--- src/rtl/monitor_consts.vh ---
// Register offsets, field positions, reset values and timing counts
// shared by the monitor sequencer, its serial port and its math engine.
// Assumes inclusion by bare name from files under rtl/.
`ifndef MONITOR_CONSTS_VH
`define MONITOR_CONSTS_VH

// =====================================================================
// Register pointers
`define REG_CONFIG        8'h00
`define REG_SHUNT         8'h01
`define REG_BUS           8'h02
`define REG_POWER         8'h03
`define REG_CURRENT       8'h04
`define REG_CALIB         8'h05

// =====================================================================
// Configuration fields
`define CFG_RESET_VAL     16'h399F
`define CFG_SOFT_RST_BIT  15
`define CFG_BUS_RANGE_SELECT_BIT      13
`define CFG_GAIN_HI       12
`define CFG_GAIN_LO       11
`define CFG_BAVG_HI       10
`define CFG_BAVG_LO       7
`define CFG_SAVG_HI       6
`define CFG_SAVG_LO       3
`define CFG_MODE_HI       2
`define CFG_MODE_LO       0
`define MODE_POWER_DOWN   3'h0
`define MODE_ADC_OFF      3'h4
`define MODE_SHUNT_BIT    0
`define MODE_BUS_BIT      1
`define MODE_CONT_BIT     2
`define CALIB_RESET_VAL   16'h0000
`define CALIB_WR_MASK     16'hFFFE

// =====================================================================
// Math scaling
`define CURRENT_SHIFT     12
`define POWER_DIVISOR     29'h0001388

// =====================================================================
// Serial port and timing
`define SLAVE_ADDR        7'h40
`define CLK_PERIOD_NS     4
`define PD_RECOVERY_NS    40000

`endif

--- src/rtl/serial_port.v ---
// Two-wire serial slave that carries a register pointer and 16-bit
// words, MSB first. Assumes scl_in and sda_in are raw pin levels.
`timescale 1ns/1ns
`include "monitor_consts.vh"

module serial_port (
	input  wire        clock,
	input  wire        sys_rst,
	input  wire        scl_in,
	input  wire        sda_in,
	output wire        sda_out,
	output reg         sda_oe,
	output reg  [7:0]  reg_ptr,
	input  wire [15:0] rd_word,
	output reg         wr_pulse,
	output reg  [15:0] wr_data,
	output reg         rd_pulse
);
	localparam ST_IDLE = 3'd0;
	localparam ST_RX   = 3'd1;
	localparam ST_ACK  = 3'd2;
	localparam ST_TX   = 3'd3;
	localparam ST_TACK = 3'd4;

	// =================================================================
	// Pin synchronisers; stage 1 feeds only stage 2
	reg scl_s1_q, scl_s2_q, scl_s3_q;
	reg sda_s1_q, sda_s2_q, sda_s3_q;
	always @(posedge clock or posedge sys_rst) begin
		if (sys_rst) begin
			{scl_s1_q, scl_s2_q, scl_s3_q} <= 3'b111;
			{sda_s1_q, sda_s2_q, sda_s3_q} <= 3'b111;
		end else begin
			{scl_s1_q, scl_s2_q, scl_s3_q} <= {scl_in, scl_s1_q, scl_s2_q};
			{sda_s1_q, sda_s2_q, sda_s3_q} <= {sda_in, sda_s1_q, sda_s2_q};
		end
	end
	wire scl_rise = scl_s2_q & ~scl_s3_q;
	wire scl_fall = ~scl_s2_q & scl_s3_q;
	wire start_c  = scl_s2_q & scl_s3_q & sda_s3_q & ~sda_s2_q;
	wire stop_c   = scl_s2_q & scl_s3_q & ~sda_s3_q & sda_s2_q;
	assign sda_out = 1'b0;

	// =================================================================
	// Byte engine
	reg [2:0] state_q;
	reg [3:0] bitcnt_q;
	reg [7:0] shreg_q;
	reg [1:0] byte_q;
	reg       ack_q;
	reg       rw_q;
	reg       lo_q;
	wire [7:0] rx_byte = {shreg_q[6:0], sda_s2_q};

	always @(posedge clock or posedge sys_rst) begin
		if (sys_rst) begin
			state_q  <= ST_IDLE;
			bitcnt_q <= 4'h0;
			shreg_q  <= 8'h00;
			byte_q   <= 2'd0;
			ack_q    <= 1'b0;
			rw_q     <= 1'b0;
			lo_q     <= 1'b0;
			sda_oe   <= 1'b0;
			reg_ptr  <= 8'h00;
			wr_pulse <= 1'b0;
			wr_data  <= 16'h0000;
			rd_pulse <= 1'b0;
		end else begin
			wr_pulse <= 1'b0;
			rd_pulse <= 1'b0;
			if (start_c) begin
				state_q  <= ST_RX;
				bitcnt_q <= 4'h0;
				byte_q   <= 2'd0;
				sda_oe   <= 1'b0;
			end else if (stop_c) begin
				state_q <= ST_IDLE;
				sda_oe  <= 1'b0;
			end else begin
				case (state_q)
				ST_RX: begin
					if (scl_rise) begin
						shreg_q  <= rx_byte;
						bitcnt_q <= bitcnt_q + 4'h1;
						if (bitcnt_q == 4'h7) begin
							ack_q <= 1'b1;
							case (byte_q)
							2'd0: begin
								ack_q <= (rx_byte[7:1] == `SLAVE_ADDR);
								rw_q  <= rx_byte[0];
								byte_q <= 2'd1;
							end
							2'd1: begin
								reg_ptr <= rx_byte;
								byte_q  <= 2'd2;
							end
							2'd2: begin
								wr_data[15:8] <= rx_byte;
								byte_q <= 2'd3;
							end
							default: begin
								wr_data[7:0] <= rx_byte;
								wr_pulse <= 1'b1;
								byte_q <= 2'd2;
							end
							endcase
						end
					end else if (scl_fall && bitcnt_q == 4'h8) begin
						bitcnt_q <= 4'h0;
						if (ack_q) begin
							sda_oe  <= 1'b1;
							state_q <= ST_ACK;
						end else
							state_q <= ST_IDLE;
					end
				end
				ST_ACK: begin
					if (scl_fall) begin
						if (rw_q && byte_q == 2'd1) begin
							// Word is captured once; later bytes come from it
							shreg_q  <= rd_word[15:8];
							wr_data  <= rd_word;
							sda_oe   <= ~rd_word[15];
							rd_pulse <= 1'b1;
							lo_q     <= 1'b0;
							state_q  <= ST_TX;
						end else begin
							sda_oe  <= 1'b0;
							state_q <= ST_RX;
						end
					end
				end
				ST_TX: begin
					if (scl_rise)
						bitcnt_q <= bitcnt_q + 4'h1;
					else if (scl_fall) begin
						if (bitcnt_q == 4'h8) begin
							bitcnt_q <= 4'h0;
							sda_oe   <= 1'b0;
							state_q  <= ST_TACK;
						end else begin
							shreg_q <= {shreg_q[6:0], 1'b0};
							sda_oe  <= ~shreg_q[6];
						end
					end
				end
				ST_TACK: begin
					if (scl_rise && sda_s2_q)
						state_q <= ST_IDLE;
					else if (scl_fall) begin
						shreg_q <= lo_q ? wr_data[15:8] : wr_data[7:0];
						sda_oe  <= lo_q ? ~wr_data[15] : ~wr_data[7];
						lo_q    <= ~lo_q;
						state_q <= ST_TX;
					end
				end
				default: state_q <= ST_IDLE;
				endcase
			end
		end
	end
endmodule // serial_port

--- src/rtl/result_engine.v ---
// Background current and power calculation from one latched set of
// shunt, bus and calibration values. Assumes start is a one-cycle pulse.
`timescale 1ns/1ns
`include "monitor_consts.vh"

module result_engine (
	input  wire        clock,
	input  wire        sys_rst,
	input  wire        start,
	input  wire [15:0] shunt,
	input  wire [12:0] bus,
	input  wire [15:0] calib,
	output reg         done,
	output reg  [15:0] current,
	output reg  [15:0] power,
	output reg         overflow
);
	reg        busy_q;
	reg [4:0]  step_q;
	reg [28:0] dividend_q;
	reg [28:0] rem_q;

	wire signed [32:0] prod_i =
		$signed(shunt) * $signed({1'b0, calib});
	wire signed [32:0] cur_w  = prod_i >>> `CURRENT_SHIFT;
	wire [15:0]  cur_abs = current[15] ? (16'h0000 - current) : current;
	wire [28:0]  rem_sh  = {rem_q[27:0], dividend_q[28]};
	wire         fits    = (rem_sh >= `POWER_DIVISOR);

	// =================================================================
	// Multiply, then restoring division by the power divisor
	always @(posedge clock or posedge sys_rst) begin
		if (sys_rst) begin
			busy_q     <= 1'b0;
			step_q     <= 5'd0;
			dividend_q <= 29'h0000000;
			rem_q      <= 29'h0000000;
			done       <= 1'b0;
			current    <= 16'h0000;
			power      <= 16'h0000;
			overflow   <= 1'b0;
		end else begin
			done <= 1'b0;
			// A start while busy is dropped: groups shorter than the
			// divider would otherwise restart it and never let it finish
			if (start && !busy_q) begin
				current  <= cur_w[15:0];
				overflow <= (cur_w[32:15] != {18{cur_w[15]}});
				busy_q   <= 1'b1;
				step_q   <= 5'd0;
				rem_q    <= 29'h0000000;
				dividend_q <= 29'h0000000;
			end else if (busy_q) begin
				if (step_q == 5'd0) begin
					dividend_q <= cur_abs * bus;
					step_q     <= 5'd1;
				end else begin
					rem_q      <= fits ? rem_sh - `POWER_DIVISOR : rem_sh;
					dividend_q <= {dividend_q[27:0], fits};
					step_q     <= step_q + 5'd1;
					if (step_q == 5'd29) begin
						power  <= {dividend_q[14:0], fits};
						busy_q <= 1'b0;
						done   <= 1'b1;
					end
				end
			end
		end
	end
endmodule // result_engine

--- src/rtl/monitor_sequencer.v ---
// Conversion sequencer and register file of a shunt current and power
// monitor. Assumes an ADC on the same clock that answers each conv_req
// with one adc_done pulse, and a host on the two-wire serial pins.
`timescale 1ns/1ns
`include "monitor_consts.vh"

// Notes on behaviour
// - Continuous combined mode repeats shunt-then-bus group pairs of the selected averaging.
// - In combined modes each shunt group is followed by a bus group before the next shunt.
// - Mode codes give shunt-only or bus-only, continuous or triggered.
// - Current and power computed in background; sequencing never waits.
// - Leaving power-down waits the recovery time before converting.
// - ADC-off code stops all conversions until another mode is written.
// - Every write of a triggered code launches one single-shot cycle.
// - Result registers always readable, holding last completed results.
// - Ready flag sets only after conversions, averaging and math finish.
// - Config writes clear the ready flag, except power-down or ADC-off.
// - Reading the bus voltage register clears the ready flag.
// - Shunt and bus resolution and averaging are programmed separately.
// - Shunt gain select scales full scale by one, two, four or eight.
// - A single bus range bit picks the 16 V or 32 V range.
// - All registers take defaults on reset; host must reprogram after.
// - Power LSB is twenty times the current LSB through the scaling.
// - Current equals shunt result times calibration divided by 4096.
// - Power equals current times bus result divided by 5000.
// - Current and power produced only with a programmed calibration.
// - Bus range bit sits at bit 13 of configuration register zero.
module monitor_sequencer #(
	parameter WAKE_CYCLES =
		(`PD_RECOVERY_NS + `CLK_PERIOD_NS - 1) / `CLK_PERIOD_NS
) (
	input  wire        clock,
	input  wire        sys_rst,
	input  wire        scl_in,
	input  wire        sda_in,
	output reg         sda_out,
	output reg         sda_oe,
	output reg         conv_req,
	output reg         conv_bus,
	output reg  [1:0]  conv_resolution,
	output reg  [1:0]  shunt_gain_select,
	output reg         bus_range_select,
	output reg         analog_off,
	input  wire        adc_done,
	input  wire [15:0] adc_data
);
	localparam S_IDLE   = 3'd0;
	localparam S_WAKE   = 3'd1;
	localparam S_SREQ   = 3'd2;
	localparam S_SWAIT  = 3'd3;
	localparam S_BREQ   = 3'd4;
	localparam S_BWAIT  = 3'd5;

	// =================================================================
	// Serial port
	wire        port_oe;
	wire        port_out;
	wire [7:0]  reg_ptr;
	wire        wr_pulse;
	wire [15:0] wr_data;
	wire        rd_pulse;
	reg  [15:0] rd_word;

	serial_port u_port (
		.clock    (clock),
		.sys_rst  (sys_rst),
		.scl_in   (scl_in),
		.sda_in   (sda_in),
		.sda_out  (port_out),
		.sda_oe   (port_oe),
		.reg_ptr  (reg_ptr),
		.rd_word  (rd_word),
		.wr_pulse (wr_pulse),
		.wr_data  (wr_data),
		.rd_pulse (rd_pulse)
	);

	// =================================================================
	// Registers
	reg  [15:0] config_q;
	reg  [15:0] calib_q;
	reg  [15:0] shunt_q;
	reg  [12:0] bus_q;
	reg  [15:0] current_q;
	reg  [15:0] power_q;
	reg         ready_q;
	reg         ovf_q;

	wire [2:0]  mode     = config_q[`CFG_MODE_HI:`CFG_MODE_LO];
	wire [3:0]  savg     = config_q[`CFG_SAVG_HI:`CFG_SAVG_LO];
	wire [3:0]  bavg     = config_q[`CFG_BAVG_HI:`CFG_BAVG_LO];
	wire [2:0]  wr_mode  = wr_data[`CFG_MODE_HI:`CFG_MODE_LO];
	wire        cfg_wr   = wr_pulse && (reg_ptr == `REG_CONFIG);
	wire        soft_rst = cfg_wr && wr_data[`CFG_SOFT_RST_BIT];
	wire        cal_wr   = wr_pulse && (reg_ptr == `REG_CALIB);

	always @* begin
		case (reg_ptr)
		`REG_CONFIG:  rd_word = config_q;
		`REG_SHUNT:   rd_word = shunt_q;
		`REG_BUS:     rd_word = {bus_q, 1'b0, ready_q, ovf_q};
		`REG_POWER:   rd_word = power_q;
		`REG_CURRENT: rd_word = current_q;
		`REG_CALIB:   rd_word = calib_q;
		default:      rd_word = 16'h0000;
		endcase
	end

	// =================================================================
	// Sequencer
	reg  [2:0]  state_q;
	reg  [13:0] wake_q;
	reg  [7:0]  count_q;
	reg  signed [23:0] acc_q;
	reg         pd_q;
	reg         math_go_q;

	// Averaging code: top bit clear means one sample at chosen resolution
	wire [3:0]  avg      = (state_q == S_BWAIT) ? bavg : savg;
	wire [2:0]  avg_log  = avg[3] ? avg[2:0] : 3'd0;
	wire [7:0]  avg_n    = 8'h01 << avg_log;
	wire signed [23:0] sample = (state_q == S_BWAIT) ?
		{11'h000, adc_data[12:0]} : {{8{adc_data[15]}}, adc_data};
	wire signed [23:0] acc_n  = acc_q + sample;
	wire signed [23:0] avg_v  = acc_n >>> avg_log;
	wire        group_end = adc_done && (count_q == avg_n - 8'h01);
	wire [2:0]  first_grp = mode[`MODE_SHUNT_BIT] ? S_SREQ : S_BREQ;
	wire        active    = mode[`MODE_SHUNT_BIT] | mode[`MODE_BUS_BIT];

	wire        math_done;
	wire [15:0] math_cur;
	wire [15:0] math_pwr;
	wire        math_ovf;

	result_engine u_math (
		.clock    (clock),
		.sys_rst  (sys_rst),
		.start    (math_go_q),
		.shunt    (shunt_q),
		.bus      (bus_q),
		.calib    (calib_q),
		.done     (math_done),
		.current  (math_cur),
		.power    (math_pwr),
		.overflow (math_ovf)
	);

	always @(posedge clock or posedge sys_rst) begin
		if (sys_rst) begin
			config_q  <= `CFG_RESET_VAL;
			calib_q   <= `CALIB_RESET_VAL;
			shunt_q   <= 16'h0000;
			bus_q     <= 13'h0000;
			current_q <= 16'h0000;
			power_q   <= 16'h0000;
			ready_q   <= 1'b0;
			ovf_q     <= 1'b0;
			state_q   <= S_IDLE;
			wake_q    <= 14'h0000;
			count_q   <= 8'h00;
			acc_q     <= 24'h000000;
			pd_q      <= 1'b0;
			math_go_q <= 1'b0;
			conv_req  <= 1'b0;
			conv_bus  <= 1'b0;
		end else if (soft_rst) begin
			// Soft reset returns every host register to its default; count_q, acc_q and conv_bus keep their values
			config_q  <= `CFG_RESET_VAL;
			calib_q   <= `CALIB_RESET_VAL;
			shunt_q   <= 16'h0000;
			bus_q     <= 13'h0000;
			current_q <= 16'h0000;
			power_q   <= 16'h0000;
			ready_q   <= 1'b0;
			ovf_q     <= 1'b0;
			state_q   <= pd_q ? S_WAKE : S_IDLE;
			wake_q    <= 14'h0000;
			pd_q      <= 1'b0;
			math_go_q <= 1'b0;
			conv_req  <= 1'b0;
		end else begin
			math_go_q <= 1'b0;
			conv_req  <= 1'b0;
			if (cal_wr)
				calib_q <= wr_data & `CALIB_WR_MASK;

			// Math completion wins over a bus-read or config-write clear in the same cycle, but not over soft reset
			if (math_done) begin
				ready_q   <= 1'b1;
				ovf_q     <= math_ovf;
				current_q <= (calib_q == 16'h0000) ?
					16'h0000 : math_cur;
				power_q   <= (calib_q == 16'h0000) ?
					16'h0000 : math_pwr;
			end else if (rd_pulse && reg_ptr == `REG_BUS)
				ready_q <= 1'b0;
			else if (cfg_wr && wr_mode != `MODE_POWER_DOWN &&
					wr_mode != `MODE_ADC_OFF)
				ready_q <= 1'b0;

			if (cfg_wr) begin
				// Any config write aborts the running group; power-down and ADC-off codes then idle, others redispatch
				config_q <= wr_data;
				count_q  <= 8'h00;
				acc_q    <= 24'h000000;
				if (wr_mode == `MODE_POWER_DOWN) begin
					pd_q    <= 1'b1;
					state_q <= S_IDLE;
				end else if (pd_q) begin
					pd_q    <= 1'b0;
					wake_q  <= 14'h0000;
					state_q <= S_WAKE;
				end else if (wr_mode == `MODE_ADC_OFF)
					state_q <= S_IDLE;
				else
					state_q <= wr_mode[`MODE_SHUNT_BIT] ?
						S_SREQ : S_BREQ;
			end else begin
				case (state_q)
				S_IDLE: begin
					if (mode[`MODE_CONT_BIT] && active)
						state_q <= first_grp;
				end
				S_WAKE: begin
					if (wake_q == WAKE_CYCLES - 1) begin
						state_q <= active ? first_grp : S_IDLE;
					end else
						wake_q <= wake_q + 14'h0001;
				end
				S_SREQ, S_BREQ: begin
					conv_req <= 1'b1;
					conv_bus <= (state_q == S_BREQ);
					state_q  <= (state_q == S_BREQ) ? S_BWAIT : S_SWAIT;
				end
				S_SWAIT: begin
					if (adc_done) begin
						acc_q   <= acc_n;
						count_q <= count_q + 8'h01;
						if (!group_end)
							state_q <= S_SREQ;
						else begin
							shunt_q <= avg_v[15:0];
							count_q <= 8'h00;
							acc_q   <= 24'h000000;
							if (mode[`MODE_BUS_BIT])
								state_q <= S_BREQ;
							else begin
								math_go_q <= 1'b1;
								state_q <= mode[`MODE_CONT_BIT] ?
									S_SREQ : S_IDLE;
							end
						end
					end
				end
				S_BWAIT: begin
					if (adc_done) begin
						acc_q   <= acc_n;
						count_q <= count_q + 8'h01;
						if (!group_end)
							state_q <= S_BREQ;
						else begin
							bus_q     <= avg_v[12:0];
							count_q   <= 8'h00;
							acc_q     <= 24'h000000;
							math_go_q <= 1'b1;
							state_q   <= mode[`MODE_CONT_BIT] ?
								first_grp : S_IDLE;
						end
					end
				end
				default: state_q <= S_IDLE;
				endcase
			end
		end
	end

	// =================================================================
	// Serial pin and analog control outputs, all registered
	always @(posedge clock or posedge sys_rst) begin
		if (sys_rst) begin
			sda_out           <= 1'b0;
			sda_oe            <= 1'b0;
			conv_resolution   <= 2'b11;
			shunt_gain_select <= 2'b11;
			bus_range_select  <= 1'b1;
			analog_off        <= 1'b0;
		end else begin
			sda_out <= port_out;
			sda_oe  <= port_oe;
			// Resolution follows the bus code in S_BWAIT, else the shunt code
			conv_resolution <= avg[3] ? 2'b11 : avg[1:0];
			shunt_gain_select <=
				config_q[`CFG_GAIN_HI:`CFG_GAIN_LO];
			bus_range_select  <= config_q[`CFG_BUS_RANGE_SELECT_BIT];
			analog_off <= pd_q;
		end
	end
endmodule // monitor_sequencer

--- config.mk ---
export PLATFORM = sky130hd
export DESIGN_NAME = monitor_sequencer
export DESIGN_NICKNAME = d
export VERILOG_FILES = /design/src/rtl/serial_port.v /design/src/rtl/result_engine.v /design/src/rtl/monitor_sequencer.v
export VERILOG_INCLUDE_DIRS = /design/src /design/src/rtl
export SDC_FILE = /design/constraint.sdc
export NUM_CORES = 2
export LEC_CHECK = 0
export CORE_ASPECT_RATIO = 0.5
export CORE_UTILIZATION = 65
export DETAILED_ROUTE_END_ITERATION = 8
export DONT_BUFFER_PORTS = 1
export PLACE_DENSITY = 0.85
export SYNTH_ARGS = -nofsm -noshare
export SYNTH_HDL_FRONTEND = slang
export SYNTH_HIERARCHICAL = 1
export SYNTH_SLANG_ARGS = --single-unit
--- constraint.sdc ---
create_clock -name clock -period 15.5 [get_ports clock]
set_input_delay 1.55 -clock clock [delete_from_list [all_inputs] [get_ports clock]]
set_output_delay 1.55 -clock clock [all_outputs]
set_load 0.01 [all_outputs]
==> reports/results.ini <==
[finish]
finalNonFillerCells=4173
antennaDiodeCount=0
fill_cells=3661
post_route_cells_drive_above_1_share_pct=5.448
syn_to_final_growth_pct=4.514
nNetsFinal=4099

[routing]
vias=26330
avgRoutedWirePerCell_um=20.20
detail_route.first_pass.iterations=7
via_per_inst=6.309
drt_iter0_markers=3142
wirelength_mm=84.30
post-route-drc-count=0
postRouteAntennaNets=0

[grt]
grt_max_degree=85
globalRouteTotalUtil_pct=34.23
grt_remaining_overflow=0
antenna_found_initial=2
vias_in_the_first_global_route=26920
grt_first_pass_wirelength_mm=138.7

[clock_network]
postCtsResizedCells=0
inserted_clock_buffers=29
clkLatencyLatePin_ns=0.58
cts_setup_buffers=0
cts_max_path_buffers=3
clock_sink_count=303
cts_tree=done
worst_setup_hold_path_clk_slew_ns=0.07
cts_root_buf=sky130_fd_sc_hd__clkbuf_16
cts_max_level=1
ctsHoldBuffers=0

[worst_setup_path]
crit_type=reg2reg
cp_max_fo=17
worst-path-buf-inv=5
critPathTopFamily=adder cells
worstPathArrival_ns=8.24
slowest_stage=sky130_fd_sc_hd__xnor2_1
max_stage_delay_ns=0.91
crit_end_category=flip-flop
timing.critical_path.required_ns=15.95
start_kind=flip-flop

[yosys]
post_synth.cell_area_avg_um2=8.913
yosys.cell_count.top_type=sky130_fd_sc_hd__nand2_1
count_of_flip_flops_with_a_built_in_enable_after_synthesis=0
synth_top_cells_by_area=sky130_fd_sc_hd__dfrtp_1, sky130_fd_sc_hd__fa_1, sky130_fd_sc_hd__ha_1
yosys.area.top_type=sky130_fd_sc_hd__dfrtp_1
async_flop_share_pct=100.0
synthAdderAreaFrac_pct=30.46
yosys_warns=6
synth.area.mux_share_pct=3.148
yosys.area_share.simple_pct=19.09
post-synth-top-area-fraction_pct=21.89
post_synthesis_instance_area_um2=32240
synthFlopType=sky130_fd_sc_hd__dfrtp_1
ys_types=102
post_synthesis_xor_xnor_area_fraction_pct=2.977
part_of_the_yosys_area_used_for_sequential_elements_pct=23.60
synth_seq_cells=303
synth_compound_gate_area_share_pct=13.06
leading_cell_types_by_count_after_synthesis=sky130_fd_sc_hd__nand2_1, sky130_fd_sc_hd__inv_1, sky130_fd_sc_hd__fa_1, sky130_fd_sc_hd__dfrtp_1, sky130_fd_sc_hd__and2_1
synth_top_family_by_area=adder cells
netlist_instances=3617

[sta]
timing_hold_violations_final=0
max_clock_freq_mhz=128.3
final.min_clock_period_ns=7.795
slew_at_the_pin_with_the_worst_max_slew_slack_ns=1.251
relSlewSlack_pct=16.02
rsz0062_at_grt=no
setup_viol_count_final=0
finClkSkew_ns=0.01545
period_share_pct=50.29
totalNegativeSetupSlack_ns=0
maxSlewViolCount=0

[floorplan]
core.rowCount=57
top_level_ports=31
core_region_area_um2=48710
die_footprint_um2=50540
die_width_um=316.9
die_height_um=159.5
start_util_pct=66.18

[run_status]
status=finished clean

[flow_run]
maxCapViolations=0

[placement]
routabilityCongestion=0.9752
dpl.hpwl_mm=62.00
placed_cells=4120
port_buffers=0

[min_path]
min-delay-path-class=reg2reg

[worst register-to-register path: stages (launching register included)]
cell                        delay (ns)
sky130_fd_sc_hd__dfrtp_1          0.69
sky130_fd_sc_hd__inv_1            0.14
sky130_fd_sc_hd__ha_1             0.26
sky130_fd_sc_hd__nand3b_1         0.12
sky130_fd_sc_hd__or2_2            0.17
sky130_fd_sc_hd__o21ai_0          0.10
sky130_fd_sc_hd__xnor2_1          0.91
sky130_fd_sc_hd__and2_1           0.27
sky130_fd_sc_hd__fa_1             0.42
sky130_fd_sc_hd__inv_1            0.09
sky130_fd_sc_hd__fa_1             0.38
sky130_fd_sc_hd__inv_1            0.10
sky130_fd_sc_hd__fa_1             0.43
sky130_fd_sc_hd__fa_1             0.50
sky130_fd_sc_hd__inv_1            0.06
sky130_fd_sc_hd__fa_1             0.53
sky130_fd_sc_hd__inv_1            0.04
sky130_fd_sc_hd__ha_1             0.34
sky130_fd_sc_hd__a2111oi_0        0.44
sky130_fd_sc_hd__o21a_1           0.20
sky130_fd_sc_hd__o21ai_0          0.14
sky130_fd_sc_hd__nand3_1          0.10
sky130_fd_sc_hd__o211ai_1         0.14
sky130_fd_sc_hd__o41ai_1          0.43
sky130_fd_sc_hd__o21ai_0          0.22
sky130_fd_sc_hd__o22a_1           0.25
sky130_fd_sc_hd__xnor2_1          0.13
sky130_fd_sc_hd__o21ai_0          0.08
[path summary, 6_finish.rpt]
| kind | start | to | slack, ns | cells after the start |
|---|---|---|---|---|
| worst min-delay path | config_q[12]$_DFFE_PP1P_ | shunt_gain_select[1]$_DFF_PP1_ | 0.38 | 0 |
| min in group asynchronous | sys_rst | u_math/current[7]$_DFFE_PP0P_ | 0.82 | 1 |
| worst max register to register | u_math/current[0]$_DFFE_PP0P_ | u_math/dividend_q[27]$_DFFE_PP0P_ | 7.70 | 27 |
| worst min register to register | config_q[12]$_DFFE_PP1P_ | shunt_gain_select[1]$_DFF_PP1_ | 0.38 | 0 |
| max in group asynchronous | sys_rst | acc_q[5]$_DFFE_PP0P_ | 13.02 | 2 |
| worst max-delay path | u_math/current[0]$_DFFE_PP0P_ | u_math/dividend_q[27]$_DFFE_PP0P_ | 7.70 | 27 |
[routing by layer]
metal	vias up	wire length, µm	GRT usage [%]
met5	-	0	0
met4	0	3327	12.72
met3	289	8242	7.189
met2	1337	38530	53.95
met1	13050	34200	46.74
li1	11650	-	-
[registers in the layout, summed over array words and instances (netlist names), 3 cells and up]
register / flops
acc_q: 23
bus_q: 13
calib_q: 15
config_q: 16
count_q: 8
current_q: 16
power_q: 16
shunt_q: 16
state_q: 3
u_math/current: 16
u_math/dividend_q: 29
u_math/power: 16
u_math/rem_q: 28
u_math/step_q: 5
u_port/bitcnt_q: 4
u_port/reg_ptr: 8
u_port/shreg_q: 7
u_port/state_q: 3
u_port/wr_data: 16
wake_q: 14
[layout by cell type, fill, tap and decap left out, drive strengths merged, types with 26 or more instances in the layout]
master,count
dfrtp,282
and2,245
buf,36
xnor2,60
nand3,66
a21oi,118
mux2i,59
fa,348
xor2,47
nor3,51
nand2,576
o21ai,195
nor2,139
mux2,33
and3,26
a21o,30
ha,228
inv,462
clkbuf,36
a22o,81
[through the flow]
stage | util (%) | worst slack (ns) | hold WS [ns] | area, µm²
finish | 69.17 | 7.705 | 0.3769 | 33690
global route | 69.17 | 7.213 | 0.3830 | 33690
CTS | 69.17 | 7.811 | 0.3793 | 33690
detailed placement | 66.99 | 7.839 | 0.3649 | 32630
global placement | 66.99 | 8.012 | 0.3684 | 32630
floorplan | - | 8.750 | 0.3452 | 32260
[cell families (layout without fill, tap and decap cells)]
logic type,count (synthesis),count (layout)
AND/OR/NAND/NOR,1257,1257
adder cells (fa/ha/maj),576,576
multiplexers,94,94
flip-flops,303,303
other,2,7
XOR/XNOR,108,108
buffers and inverters,646,548
AO/OA/AOI/OAI,631,631
[final cells by class]
class	instances	area [µm²]	share of cell area, %
Multi-Input combinational cell	2673	22210	65.92
Tap cell	649	812.0	2.410
Clock buffer	36	792.0	2.351
Sequential cell	303	7609	22.58
Inverter	459	1730	5.136
Timing Repair Buffer	36	270.3	0.8021
Clock inverter	17	269.0	0.7984
Power is left out: the tool's default activity adds up to more than one toggle a clock period on the data nets, which glitch-free logic cannot reach.
